<file path="config.mk">
export PLATFORM = sky130hd
export DESIGN_NAME = self_program_mode_guard
export DESIGN_NICKNAME = d
export VERILOG_FILES = /design/src/rtl/self_program_mode_guard.v
export VERILOG_INCLUDE_DIRS = /design/src /design/src/rtl
export SDC_FILE = /design/constraint.sdc
export NUM_CORES = 1
export LEC_CHECK = 0
export BUFFER_PORTS_ARGS = -buffer_cell sky130_fd_sc_hd__buf_4
export CORE_MARGIN = 2
export CORE_UTILIZATION = 35
export DETAILED_ROUTE_END_ITERATION = 12
export SLEW_MARGIN = 20
export SYNTH_ARGS = -nofsm -noshare
export SYNTH_HDL_FRONTEND = slang
export SYNTH_SLANG_ARGS = --single-unit
export TNS_END_PERCENT = 20
</file>
<file path="constraint.sdc">
create_clock -name core_clk_in -period 4 [get_ports core_clk_in]
set_input_delay 0.2 -clock core_clk_in [delete_from_list [all_inputs] [get_ports core_clk_in]]
set_output_delay 0.2 -clock core_clk_in [all_outputs]
set_load 0.02 [all_outputs]
</file>
<file path="src/rtl/spm_guard_consts.vh">
// Constants for the self-programming mode guard
// Assumes inclusion by the guard module and its port checker
`ifndef SPM_GUARD_CONSTS_VH
`define SPM_GUARD_CONSTS_VH
`define UNLOCK_CODE 8'hA5
`define MODE_SELF_PROG 8'h01
`define MODE_NORMAL 8'h00
`define MODE_RESET 8'h00
`define STATUS_RESET 8'h00
`define STATUS_ERR_BIT 0
`define PROT_ALL_OPEN 5'h1F
`define PROT_LOW2 5'h0F
`define PROT_RESET 5'h1F
`endif

</file>
<file path="src/rtl/self_program_mode_guard.v">
// Guarded mode switch between normal and self-programming flash mode.
// Assumes CPU register writes arrive as single-cycle strobes on core_clk_in.
`timescale 1ns/10ps
`include "spm_guard_consts.vh"

module self_program_mode_guard (
  input wire core_clk_in,              // CPU clock, 125 MHz
  input wire resetn_in,                // Async reset, active low
  input wire protect_cmd_wr_in,        // Write strobe, protection command
  input wire mode_ctrl_wr_in,          // Write strobe, mode control
  input wire status_wr_in,             // Write strobe, flash status
  input wire [7:0] wr_data_in,         // Write data for all strobes
  input wire [4:0] block_protect_in,   // Block protection setting
  input wire [4:0] target_block_in,    // Block addressed by a write/erase
  output reg self_prog_mode_out,       // High in self-programming mode
  output reg [7:0] flash_mode_control_out, // Mode control readback
  output reg [7:0] flash_status_out,   // Flash status readback
  output reg guarded_sequence_error_out, // Status bit 0 copy
  output reg block_access_ok_out,      // Target block may be written
  output reg protect_illegal_out       // Prohibited protection encoding
);

  // Tracker states; one per step of the guarded chain
  localparam ST_IDLE = 2'h0;   // Waiting for the unlock
  localparam ST_FIRST = 2'h1;  // Unlocked, first mode value due
  localparam ST_INVERT = 2'h2; // Inverse of the first value due
  localparam ST_FINAL = 2'h3;  // Repeat of the first value due

  // Tracker state and the value captured by the first mode write
  reg [1:0] state_reg;
  reg [1:0] state_next;
  reg [7:0] value_reg;
  reg [7:0] value_next;

  // Per-cycle decisions of the tracker
  reg fail;   // Chain broken this cycle
  reg commit; // Chain completed this cycle

  // Data comparisons, kept apart so the tracker reads plainly
  reg unlock_hit;
  reg inverse_hit;
  reg repeat_hit;

  // Architectural registers and their next values
  reg [7:0] flash_mode_control_reg;
  reg [7:0] flash_mode_control_next;
  reg [7:0] flash_status_reg;
  reg [7:0] flash_status_next;

  // Protection decode results
  reg prot_ok;
  reg prot_bad;

  // Write data against the unlock code and the remembered value
  always @* begin
    unlock_hit = (wr_data_in == `UNLOCK_CODE);
    inverse_hit = (wr_data_in == ~value_reg);
    repeat_hit = (wr_data_in == value_reg);
  end

  // Sequence tracker; any out-of-order write other than an unlock aborts and flags failure.
  // A fresh unlock always restarts the chain, so software that retries
  // after an error needs no extra step here.
  always @* begin
    state_next = state_reg;
    value_next = value_reg;
    fail = 1'b0;
    commit = 1'b0;
    if (protect_cmd_wr_in) begin
      // Only the unlock code opens the chain
      if (unlock_hit) begin
        state_next = ST_FIRST;
      end else begin
        state_next = ST_IDLE;
        fail = 1'b1;
      end
    end else if (mode_ctrl_wr_in) begin
      case (state_reg)
        ST_FIRST: begin
          // First value is only remembered; the register keeps its content
          value_next = wr_data_in;
          state_next = ST_INVERT;
        end
        ST_INVERT: begin
          // Second write must be the exact bitwise inverse
          if (inverse_hit) begin
            state_next = ST_FINAL;
          end else begin
            state_next = ST_IDLE;
            fail = 1'b1;
          end
        end
        ST_FINAL: begin
          // Third write must repeat the first; only then the mode moves
          state_next = ST_IDLE;
          if (repeat_hit) begin
            commit = 1'b1;
          end else begin
            fail = 1'b1;
          end
        end
        default: begin
          // Mode write without a preceding unlock is refused
          state_next = ST_IDLE;
          fail = 1'b1;
        end
      endcase
    end else if (status_wr_in && state_reg != ST_IDLE) begin
      // Any other register write breaks the guarded chain
      state_next = ST_IDLE;
      fail = 1'b1;
    end
  end

  // Block protection decode; unknown encodings deny all access.
  // Denying on a prohibited code is the safe side: a stray setting
  // can never open the low blocks by accident.
  always @* begin
    prot_bad = 1'b0;
    prot_ok = 1'b1;
    case (block_protect_in)
      `PROT_ALL_OPEN: begin
        prot_ok = 1'b1;
      end
      `PROT_LOW2: begin
        // Blocks 0 and 1 stay locked, the rest may be written
        prot_ok = (target_block_in > 5'h01);
      end
      default: begin
        prot_ok = 1'b0;
        prot_bad = 1'b1;
      end
    endcase
  end

  // Mode register next value; only a completed triple moves it
  always @* begin
    flash_mode_control_next = flash_mode_control_reg;
    if (commit) begin
      flash_mode_control_next = value_reg;
    end
  end

  // Status next value; hardware error set wins over a software clear,
  // so a clear racing a broken chain can never hide the failure
  always @* begin
    flash_status_next = flash_status_reg;
    if (status_wr_in) begin
      flash_status_next = wr_data_in;
    end
    if (fail) begin
      flash_status_next[`STATUS_ERR_BIT] = 1'b1;
    end
  end

  // Tracker registers; reset drops any half-done chain
  always @(posedge core_clk_in or negedge resetn_in) begin
    if (!resetn_in) begin
      state_reg <= ST_IDLE;
      value_reg <= 8'h00;
    end else begin
      state_reg <= state_next;
      value_reg <= value_next;
    end
  end

  // Mode control and flash status registers
  always @(posedge core_clk_in or negedge resetn_in) begin
    if (!resetn_in) begin
      flash_mode_control_reg <= `MODE_RESET;
      flash_status_reg <= `STATUS_RESET;
    end else begin
      flash_mode_control_reg <= flash_mode_control_next;
      flash_status_reg <= flash_status_next;
    end
  end

  // Output stage, one clock behind the registers and the protection decode. The extra cycle of
  // latency buys outputs that come straight from flip-flops.
  always @(posedge core_clk_in or negedge resetn_in) begin
    if (!resetn_in) begin
      self_prog_mode_out <= 1'b0;
      flash_mode_control_out <= `MODE_RESET;
      flash_status_out <= `STATUS_RESET;
      guarded_sequence_error_out <= 1'b0;
      block_access_ok_out <= 1'b0;
      protect_illegal_out <= 1'b0;
    end else begin
      self_prog_mode_out <= flash_mode_control_reg[0];
      flash_mode_control_out <= flash_mode_control_reg;
      flash_status_out <= flash_status_reg;
      guarded_sequence_error_out <= flash_status_reg[`STATUS_ERR_BIT];
      // Access needs self-programming mode and an unprotected block
      block_access_ok_out <= prot_ok & flash_mode_control_reg[0];
      protect_illegal_out <= prot_bad;
    end
  end

endmodule

</file>
==> flow_metrics.py, run 1 <==
metrics = {
    "status": {
        "status": "completed",
    },
    "critical_path": {
        "critPathLaunch": "value_reg[7]$_DFFE_PN0P_",
        "reg2reg_from": "value_reg[7]$_DFFE_PN0P_",
        "critPathBufInv": 0,
        "critPathCapture": "flash_mode_control_reg[5]$_DFFE_PN0P_",
        "crit_required_ns": 4.17,
        "critical_path.top_delay_family": "simple AND/OR/NAND/NOR gates",
        "max_stage_delay_ns": 0.41,
        "rr_worst_depth": 4,
        "critical_path.slowest_cell": "nor3_4",
        "reg2reg_slack_ns": 2.18,
        "worstSetupPathDepth": 4,
        "cp_max_fo": 8,
        "cp.arrival_ns": 2.00,
        "crit_path_end_kind": "register",
        "worst_setup_path_start_kind": "register",
        "r2r_end": "flash_mode_control_reg[5]$_DFFE_PN0P_",
        "cp_cell_sequence": "xnor2_1, nand4_2, nor3_4, mux2_2",
        "crit_type": "reg2reg",
    },
    "global_routing": {
        "grt_pass1_vias": 1070,
        "grt_remaining_overflow": 0,
        "grt_max_degree": 45,
        "antenna_found_initial": 0,
        "grt_usage_pct": 12.1,
        "grt_pass1_wl_mm": 4.94,
    },
    "yosys": {
        "syn-instance-count": 117,
        "netlist_area_um2": 1730,
        "synth_seq_cells": 44,
        "seq_area_frac_synth_pct": 63.7,
        "yosysUniqueCellTypes": 29,
        "yosys_warnings": 0,
        "synth_fp_nets": 144,
        "synth_area_per_cell_um2": 14.8,
    },
    "timing": {
        "hold_ws_ns": 0.141,
        "setup_viol": 0,
        "hold_violations": 0,
        "fmax_ghz": 0.549,
        "rsz0062_at_grt": "no",
        "worstMarginPinSlew_ns": 0.526,
        "finalMaxSlewViolations": 0,
        "fin_tns_setup_ns": 0,
        "finalCritPeriodShare_pct": 45.6,
        "finalCriticalPeriod_ns": 1.82,
        "maxSlewHeadroom_pct": 64.9,
        "finalClockSkew_ns": 0.00748,
    },
    "cells_and_area": {
        "mostFrequentLayoutCells": "dfrtp_1, buf_4, mux2_2",
        "drive_gt1_share_pct": 46.3,
        "utilization_pct": 46.4,
        "final_nets": 190,
        "final_common_cell": "dfrtp_1",
        "area_growth_pct": 27.5,
        "nFillCells": 452,
        "diodes": 0,
    },
    "detailed_routing": {
        "via_count": 1075,
        "drc": 0,
        "dr.pass1.iters": 4,
        "drt_iter0_drc": 28,
        "drt.antenna.violating_nets": 0,
        "wl_mm": 3.09,
        "wl_per_cell_um": 13.4,
        "viasPerCell": 4.65,
    },
    "run": {
        "max_cap_viol_count": 0,
    },
    "clock_tree": {
        "clk_path_buf_depth": 2,
        "cts.clk_slew.worst_paths_ns": 0.08,
        "cts_buffers": 5,
        "htreeDepth": 2,
        "clock_latency_ns": 0.29,
        "cts_root_buffer": "clkbuf_8",
        "cts_tree": "done",
        "postCtsSetupRepairBufs": 0,
        "clock_sinks": 44,
    },
    "floorplanning": {
        "row_count": 25,
        "die_h_um": 74.3,
        "die_area_um2": 5520,
        "ios": 43,
        "core_um2": 4750,
        "die_x_um": 74.3,
        "initial_core_util_pct": 36.4,
    },
    "place": {
        "dp_hpwl_mm": 2.30,
        "port_buffers": 41,
        "place.gp.congestion": 0.931,
    },
    "worst_hold_path": {
        "hold_class": "in2reg",
    },
    "power_and_ir_drop": {
        "pwr_density_cell_nw_per_um2": 419,
        "p_leak_nw": 1.05,
        "irDropWorstVdd_mv": 0.115,
    },
}
[report_power, final]
| part | total [mW] | switching (mW) | leakage [nW] | internal [mW] |
|---|---|---|---|---|
| clock | 0.275 | 0.137 | 0.0510 | 0.138 |
| combinational | 0.140 | 0.0701 | 0.443 | 0.0703 |
| sequential | 0.508 | 0.0265 | 0.553 | 0.482 |
| total | 0.924 | 0.234 | 1.05 | 0.690 |
[how the worst min path moves through the flow]
| stage | start | end | depth (start not counted) |
|---|---|---|---|
| floorplan | resetn_in | block_access_ok_out$_DFF_PN0_ | 0 |
| global placement | resetn_in | flash_status_out[5]$_DFF_PN0_ | 1 |
| detailed placement | resetn_in | flash_status_reg[5]$_DFFE_PN0P_ | 1 |
| CTS | block_protect_in[0] | protect_illegal_out$_DFF_PN0_ | 2 |
| global route | block_protect_in[0] | protect_illegal_out$_DFF_PN0_ | 2 |
| finish | block_protect_in[0] | protect_illegal_out$_DFF_PN0_ | 2 |
[timing repair]
action	4_1_cts	5_1_grt
resized for setup	0	0
hold endpoints to repair	44	0
hold buffers	1	0
[per-layer routing]
| metal | vias up | wire [µm] | GRT usage, % |
|---|---|---|---|
| met1 | 522 | 1360 | 15.2 |
| li1 | 503 | - | - |
| met4 | 0 | 79 | 5.75 |
| met3 | 8 | 249 | 3.93 |
| met2 | 42 | 1400 | 19.1 |
| met5 | - | 0 | 0 |
[cell usage after synthesis, drive strengths merged]
master,instances,area [µm²]
buf,2,15.0
o32a,1,10.0
a22oi,1,7.51
o21a,1,7.51
clkbuf,1,3.75
dfrtp,44,1100
inv,4,15.0
nor4bb,1,10.0
o21ai,1,5.00
a31o,1,8.76
a41oi,1,8.76
xnor2,8,70.1
and2,1,6.26
nor3,1,16.3
a21boi,1,7.51
nor2,3,11.3
nand4,4,31.3
mux2,23,259
nor3b,1,7.51
o22ai,1,6.26
a22o,1,8.76
nand2,6,22.5
nor2b,1,6.26
nor4,2,18.8
or4,1,7.51
ha,4,50.1
a211oi,1,7.51
[through the flow]
stage	area, µm²	total power, mW	worst slack [ns]	std cells
global placement	2100	0.652	2.16	222
global route	2200	0.972	2.04	231
floorplan	1730	0.596	2.38	117
finish	2200	0.924	2.18	231
CTS	2200	0.938	2.15	231
detailed placement	2100	0.658	2.16	222
[final cells by class]
type	instances	area (µm²)	area share, %
Clock inverter	2	10.0	0.454
Timing Repair Buffer	42	318	14.4
Inverter	4	15.0	0.681
Sequential cell	44	1100	49.9
Multi-Input combinational cell	66	594	27.0
Clock buffer	6	82.6	3.75
Tap cell	67	83.8	3.80
[worst register-to-register path, delay by kind of cell (launching register included)]
kind          cells  cell delay (ns)
xor+xnor          1             0.32
mux               1             0.38
simple gates      2             0.60
flops             1             0.40
[kinds of logic (layout without fill, tap and decap cells)]
logic type,after synthesis,after routing,synth area share [%]
and+or+nand+nor,21,21,7.96
adders and majority gates,4,4,2.89
xor gates and xnor gates,8,8,4.05
muxes,23,23,15.0
DFF,44,44,63.7
buffers and inverters,7,54,1.95
AOI/OAI and AO/OA,10,10,4.49
No activity file was read; power rests on OpenSTA's default activity.
==> run 2: changes to the inputs <==
Clock period 4 ns to 1.5 ns, I/O delays scaled along.
==> flow_metrics.py, run 2 (same netlist as run 1, synthesis figures left out) <==
metrics = {
    "floorplanning": {
        "core_um2": 4750,
        "row_count": 25,
        "die_h_um": 74.3,
        "initial_core_util_pct": 36.4,
        "die_area_um2": 5520,
        "ios": 43,
        "die_x_um": 74.3,
    },
    "cells_and_area": {
        "drive_gt1_share_pct": 55.8,
        "final_nets": 207,
        "fin_area_um2": 2450,
        "instances_no_fill": 248,
        "diodes": 0,
        "final_common_cell": "buf_4",
        "area_growth_pct": 41.8,
        "mostFrequentLayoutCells": "buf_4, dfrtp_1, mux2_2",
    },
    "status": {
        "status": "complete, but fails checks",
        "violations": "negative setup slack",
    },
    "global_routing": {
        "grt_usage_pct": 14.4,
        "grt_remaining_overflow": 0,
        "grt_pass1_vias": 1224,
        "grt_max_degree": 45,
        "grt_pass1_wl_mm": 5.79,
        "antenna_found_initial": 0,
    },
    "power_and_ir_drop": {
        "p_leak_nw": 1.19,
        "p_total_mw": 2.82,
        "pwr_density_cell_nw_per_um2": 1150,
        "irDropWorstVdd_mv": 0.959,
    },
    "clock_tree": {
        "clk_path_buf_depth": 2,
        "cts_tree": "done",
        "cts_buffers": 5,
        "cts.clk_slew.worst_paths_ns": 0.08,
        "htreeDepth": 2,
        "clock_sinks": 44,
        "cts_root_buffer": "clkbuf_8",
        "clock_latency_ns": 0.29,
    },
    "critical_path": {
        "max_stage_delay_ns": 0.42,
        "critical_path.top_delay_family": "compound AO/OA/AOI/OAI gates",
        "critical_path.slowest_cell": "dfrtp_1",
        "cp_cell_sequence": "xnor2_2, buf_4, buf_4, nor4_2, a21boi_0, o32a_1",
        "worst_setup_path_start_kind": "register",
        "crit_path_end_kind": "register",
        "reg2reg_slack_ns": -0.13,
        "crit_type": "reg2reg",
        "crit_required_ns": 1.68,
        "cpMostUsedCell": "buf_4",
        "cp.arrival_ns": 1.81,
        "critPathBufInv": 2,
        "cp_max_fo": 2,
    },
    "timing": {
        "setup_slack_ns": -0.133,
        "rsz0062_at_grt": "yes",
        "hold_violations": 0,
        "finalClockSkew_ns": 0.00329,
        "finalCritPeriodShare_pct": 109,
        "maxSlewHeadroom_pct": 64.1,
        "finalCriticalPeriod_ns": 1.63,
        "worstMarginPinSlew_ns": 0.539,
        "setup_viol": 11,
        "finalMaxSlewViolations": 0,
        "fmax_ghz": 0.612,
    },
    "detailed_routing": {
        "dr.pass1.iters": 4,
        "wl_mm": 3.45,
        "wl_per_cell_um": 13.9,
        "drc": 0,
        "drt.antenna.violating_nets": 0,
        "drt_iter0_drc": 47,
        "viasPerCell": 4.63,
        "via_count": 1147,
    },
    "run": {
        "max_cap_viol_count": 0,
    },
    "place": {
        "dp.cells": 235,
        "dp_hpwl_mm": 2.53,
        "placed_cell_area_um2": 2250,
        "port_buffers": 41,
        "place.gp.congestion": 0.771,
    },
    "worst_hold_path": {
        "hold_class": "in2reg",
    },
}
[run 2: cell count changes in the layout (fill, tap and decap cells not counted), moves of 8 or more]
| cell | change |
|---|---|
| buf_4 | +16 |
| mux2_2 | -8 |
| mux2_4 | +8 |
| xnor2_1 | -8 |
| xnor2_2 | +8 |
[run 2: area by class of cell]
| class | count | area [µm²] |
|---|---|---|
| Clock buffer | 6 | 72.6 |
| Clock inverter | 2 | 35.0 |
| Fill cell | 445 | 2300 |
| Inverter | 4 | 15.0 |
| Multi-Input combinational cell | 66 | 687 |
| Sequential cell | 44 | 1100 |
| Tap cell | 67 | 83.8 |
| Timing Repair Buffer | 59 | 458 |
[run 2: repair_timing]
item	in CTS	in global routing
pin swaps	5	2
hold buffers	1	0
gates resized for setup	11	1
buffers inserted	4	0
setup endpoints to repair	11	18
endpoints found under the hold margin	44	0
[run 2: report_power, final]
group | internal [mW] | switching (mW)
registers | 1.28 | 0.0780
clock network | 0.494 | 0.379
logic | 0.344 | 0.236
[run 2: worst reg2reg max path, delay by kind of cell (launching register included)]
| family | cells | cell delay, ns |
|---|---|---|
| XOR/XNOR | 1 | 0.16 |
| buffers and inverters | 2 | 0.25 |
| AO/OA/AOI/OAI | 2 | 0.45 |
| AND/OR/NAND/NOR | 1 | 0.24 |
| flip-flops | 1 | 0.42 |
[run 2: path summary, 6_finish.rpt]
kind / start / to / cells past startpoint
hold reg to reg: flash_status_reg[2]$_DFFE_PN0P_ / flash_status_out[2]$_DFF_PN0_ / 0
setup / recovery: value_reg[6]$_DFFE_PN0P_ / flash_status_reg[0]$_DFFE_PN0P_ / 6
setup reg to reg: value_reg[6]$_DFFE_PN0P_ / flash_status_reg[0]$_DFFE_PN0P_ / 6
hold / removal: block_protect_in[0] / protect_illegal_out$_DFF_PN0_ / 2
min in group asynchronous: resetn_in / protect_illegal_out$_DFF_PN0_ / 2
max in group asynchronous: resetn_in / value_reg[3]$_DFFE_PN0P_ / 2
[run 2: per-stage QoR]
step	setup TNS [ns]	hold WS (ns)	util [%]	setup slack (ns)
final	-0.862	0.0140	51.6	-0.133
after global routing	-2.03	0.0274	51.6	-0.203
after CTS	-0.906	0.0100	51.5	-0.0934
after detailed placement	-0.916	0.0997	47.3	-0.106
after global placement	-0.680	0.0874	47.3	-0.0731
after floorplan	-0.264	-0.221	-	-0.0330
[run 2: routing by layer]
layer,global-route usage [%],vias up,share of wire [%]
met5,0,-,0
met4,5.95,0,1.4
met3,3.93,5,6.1
met2,23.1,35,50
met1,18.5,569,43
li1,-,538,-
